$ cat config.mk
export PLATFORM = sky130hd
export DESIGN_NAME = fpepc_ctrl
export DESIGN_NICKNAME = d
export VERILOG_FILES = /design/src/inc/fpepc_pkg.sv /design/src/hdl/fpepc_page_mem.sv /design/src/hdl/fpepc_ctrl.sv
export SDC_FILE = /design/constraint.sdc
export NUM_CORES = 1
export LEC_CHECK = 0
export BUFFER_PORTS_ARGS = -buffer_cell sky130_fd_sc_hd__buf_2
export CAP_MARGIN = 20
export CORE_MARGIN = 4
export CORE_UTILIZATION = 65
export DETAILED_ROUTE_END_ITERATION = 16
export GPL_TIMING_DRIVEN = 0
export PLACE_DENSITY = 0.9
export SLEW_MARGIN = 20
export SYNTH_ARGS = -nofsm -noshare
export SYNTH_HDL_FRONTEND = slang
export SYNTH_SLANG_ARGS = --single-unit
$ cat constraint.sdc
create_clock -name clock_in -period 3.9 [get_ports clock_in]
set_clock_uncertainty 0.05 [all_clocks]
set_input_delay 0.585 -clock clock_in [delete_from_list [all_inputs] [get_ports clock_in]]
set_output_delay 0.585 -clock clock_in [all_outputs]
set_load 0.02 [all_outputs]
$ cat src/inc/fpepc_pkg.sv
package fpepc_pkg;
  // special function register addresses
  localparam logic [7:0] ADDR_COMMAND_STATUS = 8'h00_E4;
  localparam logic [7:0] ADDR_DATA           = 8'h00_E5;
  localparam logic [7:0] ADDR_ADDR_LOW       = 8'h00_E6;
  localparam logic [7:0] ADDR_ADDR_HIGH      = 8'h00_E7;
  // command codes
  localparam logic [7:0] CMD_LOAD            = 8'h00_00;
  localparam logic [7:0] CMD_ERASE_PROGRAM   = 8'h00_68;
  // status field positions
  localparam int         BIT_OP_INTERRUPTED  = 0;
  localparam int         BIT_SECURITY        = 1;
  localparam int         BIT_HV_ERROR        = 2;
  localparam int         BIT_HV_ABORT        = 3;
  localparam logic [3:0] STATUS_RESET        = 4'h0_0;
  localparam logic [7:0] ADDR_RESET          = 8'h00_00;
  // page register geometry
  localparam int         PAGE_BYTES          = 16;
  localparam int         PAGE_IDX_W          = 4;
  // cycle timing
  localparam int         CLOCK_MHZ           = 100;
  localparam int         CYCLE_TIME_US       = 4000;
  localparam int         CYCLE_CLOCKS        = CYCLE_TIME_US * CLOCK_MHZ;
  // sequencer states
  typedef enum logic [1:0] {
    FPEPC_IDLE   = 2'b00,
    FPEPC_ERASE  = 2'b01,
    FPEPC_WRITE  = 2'b10,
    FPEPC_FINISH = 2'b11
  } fpepc_state_type;
endpackage

$ cat src/hdl/fpepc_page_mem.sv
`timescale 1ns/1ps
// sixteen-byte page register with one update flag per byte
module fpepc_page_mem #(
  parameter int DEPTH = 16,
  parameter int IDX_W = 4
) (
  // clock and reset
  input  wire logic             clock_in,
  input  wire logic             sys_rst_in,
  // load side
  input  wire logic             clear_in,
  input  wire logic             write_in,
  input  wire logic [IDX_W-1:0] write_idx_in,
  input  wire logic [7:0]       write_data_in,
  // read side
  input  wire logic [IDX_W-1:0] read_idx_in,
  output logic      [7:0]       read_data_out,
  output logic                  read_flag_out
);
  logic [7:0]       bytes [DEPTH];
  logic [DEPTH-1:0] flags;

  // storage; a clear empties bytes and flags
  always_ff @(posedge clock_in) begin
    if (sys_rst_in || clear_in) begin
      flags <= '0;
      for (int i = 0; i < DEPTH; i++) begin
        bytes[i] <= 8'h00_00;
      end
    end else if (write_in) begin
      bytes[write_idx_in] <= write_data_in;
      flags[write_idx_in] <= 1'b1;
    end
  end

  // registered read port
  always_ff @(posedge clock_in) begin
    if (sys_rst_in) begin
      read_data_out <= 8'h00_00;
      read_flag_out <= 1'b0;
    end else begin
      read_data_out <= bytes[read_idx_in];
      read_flag_out <= flags[read_idx_in];
    end
  end
endmodule

$ cat src/hdl/fpepc_ctrl.sv
`timescale 1ns/1ps
// What this block does
// - page register holds sixteen bytes, each with an update flag
// - load command 00h clears all page bytes and update flags
// - data write stores byte at low address nibble, sets its flag
// - each data write bumps low nibble with wrap, upper nibble kept
// - page number is high address with low address bits 7:4
// - command 68h erases and programs only flagged bytes of page
// - erase-program holds the processor idle until finish or abort
// - interrupt during a cycle aborts it and sets interrupted flag
// - erase-program cycle lasts 4 ms whatever bytes are flagged
// - status reads back, writes are commands, any command written while idle clears status
// - status bit 0 marks cycle aborted by interrupt
// - status bit 1 marks operation aimed at a secured page
// - status bit 2 marks high voltage generator fault
// - status bit 3 marks interrupt, brown-out, or detector disabled at start
// - status bits 7:4 always read zero
module fpepc_ctrl #(
  parameter int CYCLE_CLOCKS = fpepc_pkg::CYCLE_CLOCKS,
  parameter int PAGE_W       = 12
) (
  // clock and reset
  input  wire logic              clock_in,
  input  wire logic              sys_rst_in,
  // special function register port
  input  wire logic [7:0]        sfr_addr_in,
  input  wire logic              sfr_write_in,
  input  wire logic [7:0]        sfr_wdata_in,
  output logic      [7:0]        sfr_rdata_out,
  // processor hold and events
  input  wire logic              irq_pending_in,
  output logic                   cpu_hold_out,
  // flash array side
  input  wire logic              page_secured_in,
  input  wire logic              hv_fault_in,
  input  wire logic              brownout_in,
  input  wire logic              brownout_enabled_in,
  output logic                   flash_erase_out,
  output logic                   flash_write_out,
  output logic      [PAGE_W-1:0] flash_page_out,
  output logic      [3:0]        flash_byte_out,
  output logic      [7:0]        flash_data_out
);
  localparam int CNT_W = $clog2(CYCLE_CLOCKS + 1);
  localparam logic [CNT_W-1:0] CNT_LAST = CNT_W'(CYCLE_CLOCKS - 1);

  // pin-level inputs pass two flip-flops
  logic [1:0] sync_irq;
  logic [1:0] sync_hv;
  logic [1:0] sync_bo;
  logic [1:0] sync_boen;
  always_ff @(posedge clock_in) begin
    if (sys_rst_in) begin
      sync_irq  <= 2'b00;
      sync_hv   <= 2'b00;
      sync_bo   <= 2'b00;
      sync_boen <= 2'b00;
    end else begin
      sync_irq  <= {sync_irq[0], irq_pending_in};
      sync_hv   <= {sync_hv[0], hv_fault_in};
      sync_bo   <= {sync_bo[0], brownout_in};
      sync_boen <= {sync_boen[0], brownout_enabled_in};
    end
  end
  wire irq_s  = sync_irq[1];
  wire hv_s   = sync_hv[1];
  wire bo_s   = sync_bo[1];
  wire boen_s = sync_boen[1];

  // register state
  fpepc_pkg::fpepc_state_type state;
  fpepc_pkg::fpepc_state_type next_state;
  logic [7:0]       addr_low;
  logic [7:0]       addr_high;
  logic [3:0]       status;
  logic [CNT_W-1:0] cycle_cnt;
  logic [4:0]       scan_idx;
  logic             scan_valid;
  logic [3:0]       scan_byte_d;

  // write decode
  wire wr_cmd  = sfr_write_in && (sfr_addr_in == fpepc_pkg::ADDR_COMMAND_STATUS);
  wire wr_data = sfr_write_in && (sfr_addr_in == fpepc_pkg::ADDR_DATA);
  wire wr_low  = sfr_write_in && (sfr_addr_in == fpepc_pkg::ADDR_ADDR_LOW);
  wire wr_high = sfr_write_in && (sfr_addr_in == fpepc_pkg::ADDR_ADDR_HIGH);
  wire busy    = (state != fpepc_pkg::FPEPC_IDLE);
  wire cmd_load  = wr_cmd && !busy && (sfr_wdata_in == fpepc_pkg::CMD_LOAD);
  wire cmd_ep    = wr_cmd && !busy && (sfr_wdata_in == fpepc_pkg::CMD_ERASE_PROGRAM);
  wire data_load = wr_data && !busy;

  // abort sources while a cycle runs
  wire abort_irq = busy && irq_s;
  wire abort_hv  = busy && hv_s;
  wire abort_bo  = busy && bo_s;
  wire abort_any = abort_irq || abort_hv || abort_bo;
  wire sec_block = cmd_ep && page_secured_in;
  wire bo_off    = cmd_ep && !boen_s;
  wire cycle_end = busy && (cycle_cnt == CNT_LAST);
  wire [4:0] scan_next = scan_idx + 5'd1;

  // page register instance
  logic [7:0] mem_rdata;
  logic       mem_rflag;
  fpepc_page_mem #(
    .DEPTH (fpepc_pkg::PAGE_BYTES),
    .IDX_W (fpepc_pkg::PAGE_IDX_W)
  ) u_page (
    .clock_in      (clock_in),
    .sys_rst_in    (sys_rst_in),
    .clear_in      (cmd_load),
    .write_in      (data_load),
    .write_idx_in  (addr_low[3:0]),
    .write_data_in (sfr_wdata_in),
    .read_idx_in   (scan_idx[3:0]),
    .read_data_out (mem_rdata),
    .read_flag_out (mem_rflag)
  );

  // next state
  always_comb begin
    next_state = state;
    case (state)
      fpepc_pkg::FPEPC_IDLE: begin
        if (cmd_ep && !sec_block && !bo_off) begin
          next_state = fpepc_pkg::FPEPC_ERASE;
        end
      end
      fpepc_pkg::FPEPC_ERASE: begin
        next_state = fpepc_pkg::FPEPC_WRITE;
      end
      fpepc_pkg::FPEPC_WRITE: begin
        if (scan_idx == 5'(fpepc_pkg::PAGE_BYTES) && !scan_valid) begin
          next_state = fpepc_pkg::FPEPC_FINISH;
        end
      end
      fpepc_pkg::FPEPC_FINISH: begin
        if (cycle_end) begin
          next_state = fpepc_pkg::FPEPC_IDLE;
        end
      end
      default: next_state = fpepc_pkg::FPEPC_IDLE;
    endcase
    if (abort_any) begin
      next_state = fpepc_pkg::FPEPC_IDLE;
    end
  end

  // sequencer, cycle timer and byte scan
  always_ff @(posedge clock_in) begin
    if (sys_rst_in) begin
      state      <= fpepc_pkg::FPEPC_IDLE;
      cycle_cnt  <= '0;
      scan_idx   <= 5'd0;
      scan_valid <= 1'b0;
    end else begin
      state      <= next_state;
      cycle_cnt  <= busy ? cycle_cnt + CNT_W'(1) : '0;
      scan_valid <= (state == fpepc_pkg::FPEPC_WRITE) && !scan_idx[4];
      if (state == fpepc_pkg::FPEPC_WRITE && !scan_idx[4]) begin
        scan_idx <= scan_next;
      end else if (state == fpepc_pkg::FPEPC_IDLE) begin
        scan_idx <= 5'd0;
      end
    end
  end

  // address registers with auto-increment
  always_ff @(posedge clock_in) begin
    if (sys_rst_in) begin
      addr_low  <= fpepc_pkg::ADDR_RESET;
      addr_high <= fpepc_pkg::ADDR_RESET;
    end else begin
      if (wr_low && !busy) begin
        addr_low <= sfr_wdata_in;
      end else if (data_load) begin
        addr_low <= {addr_low[7:4], addr_low[3:0] + 4'd1};
      end
      if (wr_high && !busy) begin
        addr_high <= sfr_wdata_in;
      end
    end
  end

  // status flags: events win over a same-cycle command clear
  logic [3:0] next_status;
  always_comb begin
    next_status = status;
    if (wr_cmd && !busy) begin
      next_status = fpepc_pkg::STATUS_RESET;
    end
    if (abort_irq) begin
      next_status[fpepc_pkg::BIT_OP_INTERRUPTED] = 1'b1;
    end
    if (sec_block) begin
      next_status[fpepc_pkg::BIT_SECURITY] = 1'b1;
    end
    if (abort_hv) begin
      next_status[fpepc_pkg::BIT_HV_ERROR] = 1'b1;
    end
    if (abort_irq || abort_bo || bo_off) begin
      next_status[fpepc_pkg::BIT_HV_ABORT] = 1'b1;
    end
  end
  always_ff @(posedge clock_in) begin
    if (sys_rst_in) begin
      status <= fpepc_pkg::STATUS_RESET;
    end else begin
      status <= next_status;
    end
  end

  // register read data and outputs, all from flip-flops
  logic [7:0] next_rdata;
  always_comb begin
    case (sfr_addr_in)
      fpepc_pkg::ADDR_COMMAND_STATUS: next_rdata = {4'h0_0, next_status};
      fpepc_pkg::ADDR_ADDR_LOW:       next_rdata = addr_low;
      fpepc_pkg::ADDR_ADDR_HIGH:      next_rdata = addr_high;
      default:                        next_rdata = 8'h00_00;
    endcase
  end
  always_ff @(posedge clock_in) begin
    if (sys_rst_in) begin
      sfr_rdata_out   <= 8'h00_00;
      cpu_hold_out    <= 1'b0;
      flash_erase_out <= 1'b0;
      flash_write_out <= 1'b0;
      flash_page_out  <= '0;
      flash_byte_out  <= 4'h0_0;
      flash_data_out  <= 8'h00_00;
      scan_byte_d     <= 4'h0_0;
    end else begin
      sfr_rdata_out   <= next_rdata;
      cpu_hold_out    <= (next_state != fpepc_pkg::FPEPC_IDLE);
      flash_erase_out <= (next_state == fpepc_pkg::FPEPC_ERASE);
      scan_byte_d     <= scan_idx[3:0];
      flash_write_out <= scan_valid && mem_rflag && !abort_any;
      flash_byte_out  <= scan_byte_d;
      flash_data_out  <= mem_rdata;
      flash_page_out  <= PAGE_W'({addr_high, addr_low[7:4]});
    end
  end
endmodule

# ---- Yosys cells after proc, flatten, opt, wreduce, memory -nomap -nowiden
# Memory sizes are Yosys's and may differ from the RTL's. A register that Yosys moved wholly into a read port is not among the register bits.
# Cells that the tools add are included.
dict set report totals {
  reg_bits 111
  input_bits 24
  ramBits 128
  mem_count 1
  out_inout_bits 35
}
# memory depth width read_ports rd_clocked_by_memory_dff write_ports line
set memory_table {}
lappend memory_table {u_page.bytes 16 8 1 1 16 fpepc_page_mem.sv:20} ;# logic [7:0] bytes [DEPTH];
dict set report op_classes {
  magnitude_cmp 3
  muxes 27
  n_eq_ne 11
  n_reduce_logical 43
  bitwise 2
  addsub 3
}
# op count
set op_table {}
lappend op_table {{== test 8 bit (second input constant)} 4}
lappend op_table {{case mux 8 bit (3 select lines)} 1}
lappend op_table {{logical AND 1 bit} 23}
lappend op_table {{adder 19 x 1 -> 19 bit (second input constant)} 1}
lappend op_table {{== test 19 bit (second input constant)} 1}
lappend op_table {{2-to-1 mux 8 bit} 2}
lappend op_table {{OR 16 bit} 1}
lappend op_table {{2-to-1 mux 1 bit} 12}
lappend op_table {{2-to-1 mux 4 bit} 3}
lappend op_table {{< comparator 4 x 5 -> 1 bit (second input constant)} 2}
lappend op_table {{2-to-1 mux 5 bit} 2}
lappend op_table {{== test 8 x 7 -> 1 bit (second input constant)} 1}
lappend op_table {{zero test 8 bit} 1}
lappend op_table {{2-to-1 mux 2 bit} 4}
lappend op_table {{case mux 2 bit (4 select lines)} 1}
lappend op_table {{nonzero test 2 bit} 4}
lappend op_table {{OR reduction 8 bit} 1}
lappend op_table {{zero test 1 bit} 7}
lappend op_table {{adder 5 x 1 -> 5 bit (second input constant)} 1}
lappend op_table {{== test 5 bit (second input constant)} 1}
lappend op_table {{logical OR 1 bit} 5}
lappend op_table {{adder 4 x 1 -> 4 bit (second input constant)} 1}
lappend op_table {{binary-select mux 1 bit (select 4 bit)} 1}
lappend op_table {{demux 1 bit (select 4 bit)} 1}
lappend op_table {{other kinds (6)} 8}

# ---- Longest topological paths before layout
dict set report logic_depth {
  depth_word 12
  depth_mapped 7
}

# ---- Modules after synthesis
# From an unflattened synthesis, not the netlist that was laid out.
dict set report hier_totals {
  hier_cells 883
  hier_area_um2 10447.5
}
# mod area_per_inst_um2 cells_per_inst instances
set by_module_without_submodules {}
lappend by_module_without_submodules {fpepc_page_mem 6800.3 500 1}
lappend by_module_without_submodules {fpepc_ctrl 3647.2 383 1}

# ---- Least setup slack after synthesis
# No wires, ideal clock.
dict set report synth_path {
  kind {in2reg}
  from {input port sfr_write_in}
  to {memory u_page.bytes[0][0] (enable)}
  path_stages 5
  setup_ns 0.384
  required_ns 3.466
  setup_slack_ns 1.196
  path_buffers 1
  arrival_time_ns 2.270
  path_cell_list {nor3b_1 > nand4_1 > or3_1 > buf_2 > o21ai_0}
}
# item line
set synth_rtl {}
lappend synth_rtl {{start, declared} fpepc_ctrl.sv:27} ;# input wire logic sfr_write_in,
lappend synth_rtl {{end, declared} fpepc_page_mem.sv:20}

==> results by group <==
Run status
  • Status: finished, final reports clean

Place
  • DP Area: 10800 sq um
  • GPL Wtd Cong: 0.970
  • DP Wirelength: 18400 um
  • IO buf count: 52

Detailed routing
  • Avg Vias per Cell: 6.35
  • 1st-iter DRT viols: 877
  • DR pass1 iterations: 5
  • Routed WL per cell: 22.1 um
  • Antenna Nets Post-Route: 0
  • DR DRC count: 0
  • DR vias: 7656
  • WL final: 26600 um

Critical path
  • Worst-path maximum fanout: 9
  • Slowest stage delay, CP: 770 ps
  • Setup Crit Path Kind: reg2reg
  • Critical-path top delay cell: o21ai_1
  • Cell family with most CP delay: simple AND/OR/NAND/NOR gates
  • Reg2reg path depth: 5
  • CP bufs+invs: 1
  • Critical Path AT: 3260 ps
  • CP required: 3980 ps
  • CP startpoint kind: flop
  • Nature of the critical path endpoint: flop
  • Crit path cell chain: nor3b_1 > nand4_1 > or3_1 > buf_2 > o21ai_1
  • Critical Path Stages: 5

Die
  • Row cnt: 45
  • Die Area: 17900 sq um
  • Area of the core: 15400 sq um
  • Io pins: 59
  • Initial Util: 67.1%
  • Die height: 134 um
  • Die Width: 134 um

Clocking
  • Post CTS Setup Buffer Count: 0
  • CTS sink cnt: 247
  • Clock tree buffer depth: 3
  • CTS tree: done
  • Hold buffer count at cts: 0
  • Clk_lat worst skew: 520 ps
  • CTS buffer count: 25
  • Clock Pin Slew Worst Setup and Hold Paths: 60 ps
  • Root Driver: clkbuf_16
  • Max H-tree Level: 1
  • Post-cts resize count: 0

Layout
  • Final instance area: 11600 sq um
  • Fill cells: 986
  • Final nets: 1011
  • Commonest non-fill, non-tap cells in the layout: 180 x nor2_1, 128 x edfxtp_1, 119 x dfxtp_1
  • Layout cell share with drive strength beyond 1: 14.2%
  • ANT cells: 0
  • Core Util, Final: 75.4%
  • Commonest non-fill, non-tap cell in the layout: nor2_1
  • Synth-to-Final Area Change: 12.5%

Synthesis
  • Mapped Cells: 900
  • Syn nets: 931
  • FF+latch count, synth: 247
  • Post-synth top flop: edfxtp_1
  • Synthesized area: 10300 sq um
  • Syn Area/Cell: 11.5 sq um
  • Yosys warning count: 0
  • Async set or reset register ratio after synthesis: 0%
  • Yosys cell types: 58
  • Post-synth EDFFs: 128
  • Register area share after synthesis: 60.4%

Timing
  • Crit share post-route: 81.5%
  • Final setup fails: 0
  • Clock period minus worst slack: 3180 ps
  • Worst slew pin tran: 1070 ps
  • F_max: 0.314 GHz
  • Relative slew slack: 27.9%
  • Final Hold Fails: 0
  • Sum Neg Setup Slack: 0 ps
  • Slew Limit Fails: 0
  • RSZ-0062 raised after global routing: no

Worst hold path
  • Hold/Removal Path Class: in2reg
  • Hold path depth: 2

Pwr
  • Worst IR Drop VDD: 0.412 mV
  • Pleak: 4.09 nW
  • PD cells: 450 nW/um^2

Run
  • Max_cap viols: 0

Global route
  • Vias in the first global route: 7420
  • Largest net degree at the start of global routing: 15
  • First-pass GRT wire length: 40700 um
  • GRT Residual Overflow: 0
  • Antenna violations before repair: 0
  • GRT Total Usage: 29.3%
[per-stage QoR]
step                power, mW  instances  hold slack (ps)  worst slack [ps]
detailed placement       3.01       1164              380               509
global route             5.33       1205              257               670
CTS                      5.21       1205              229               797
global placement         3.00       1163              370               111
floorplan                2.94        900              357              1200
finish                   5.22       1205              234               720
[report_power, final]
part,internal (mW),switching [mW]
combinational,0.0486,0.117
clock,1.29,0.959
sequential,2.78,0.0201
[synth_stat cells, types with 6 or more instances]
cell type / number / area share [%]
nor2_1: 180 / 6.6
edfxtp_1: 128 / 37
dfxtp_1: 119 / 23
nand2_1: 53 / 1.9
nor2b_1: 45 / 2.7
mux2i_1: 40 / 3.9
clkbuf_1: 37 / 1.3
o21ai_0: 33 / 1.6
mux4_2: 23 / 5.0
inv_1: 20 / 0.73
a21oi_1: 17 / 0.83
a22o_1: 17 / 1.4
buf_2: 16 / 0.78
nand3_1: 14 / 0.68
a211oi_1: 11 / 0.80
nor3_1: 11 / 0.53
o22ai_1: 8 / 0.49
xor2_1: 8 / 0.68
and3_1: 7 / 0.42
ha_1: 7 / 0.85
nand2b_1: 7 / 0.42
nand4_1: 7 / 0.42
o32ai_1: 7 / 0.59
or4_1: 6 / 0.44
[final timing paths]
kind / start / end / slack [ps]
max reg2reg: state[0] / u_page.bytes[0][5] / 720
max: state[0] / u_page.bytes[0][5] / 720
min: irq_pending_in / sync_irq[0] / 230
min reg2reg: scan_byte_d[1] / flash_byte_out[1] / 390
[flip-flops by register name, indices dropped and copies added (netlist names), 5 cells and up]
signal                count
u_page.flags             16
scan_idx                  5
cycle_cnt                19
flash_data_out            8
u_page.bytes            128
sfr_rdata_out             8
addr_high                 8
u_page.read_data_out      8
addr_low                  8
flash_page_out           12
[area by class of cell]
cell class,count,area (sq um),area share [%]
clock inverter,9,71.3,0.615
timing repair buffer,53,268,2.31
sequential,247,6230,53.7
multi-input combinational,571,3720,32.1
clock buffer,32,682,5.88
tap,211,264,2.28
inverter,20,75.1,0.647
buffer,62,290,2.50
[layer usage]
| metal | track usage (%) | share of wire [%] | vias up |
|---|---|---|---|
| met2 | 49.8 | 49 | 489 |
| met5 | 0 | 0 | - |
| li1 | - | - | 3375 |
| met1 | 35.7 | 36 | 3704 |
| met3 | 8.18 | 11 | 88 |
| met4 | 11.7 | 4.0 | 0 |
[logic make-up after synthesis]
logic type / after synthesis / share of synthesized area, %
AND/OR/NAND/NOR: 369 / 17.4
flip-flops: 247 / 60.4
AO/OA/AOI/OAI: 118 / 7.72
buffers and inverters: 82 / 3.54
multiplexers: 65 / 9.13
XOR/XNOR: 12 / 1.02
adder cells (fa/ha/maj): 7 / 0.849
Power figures use the tool's default switching activity.
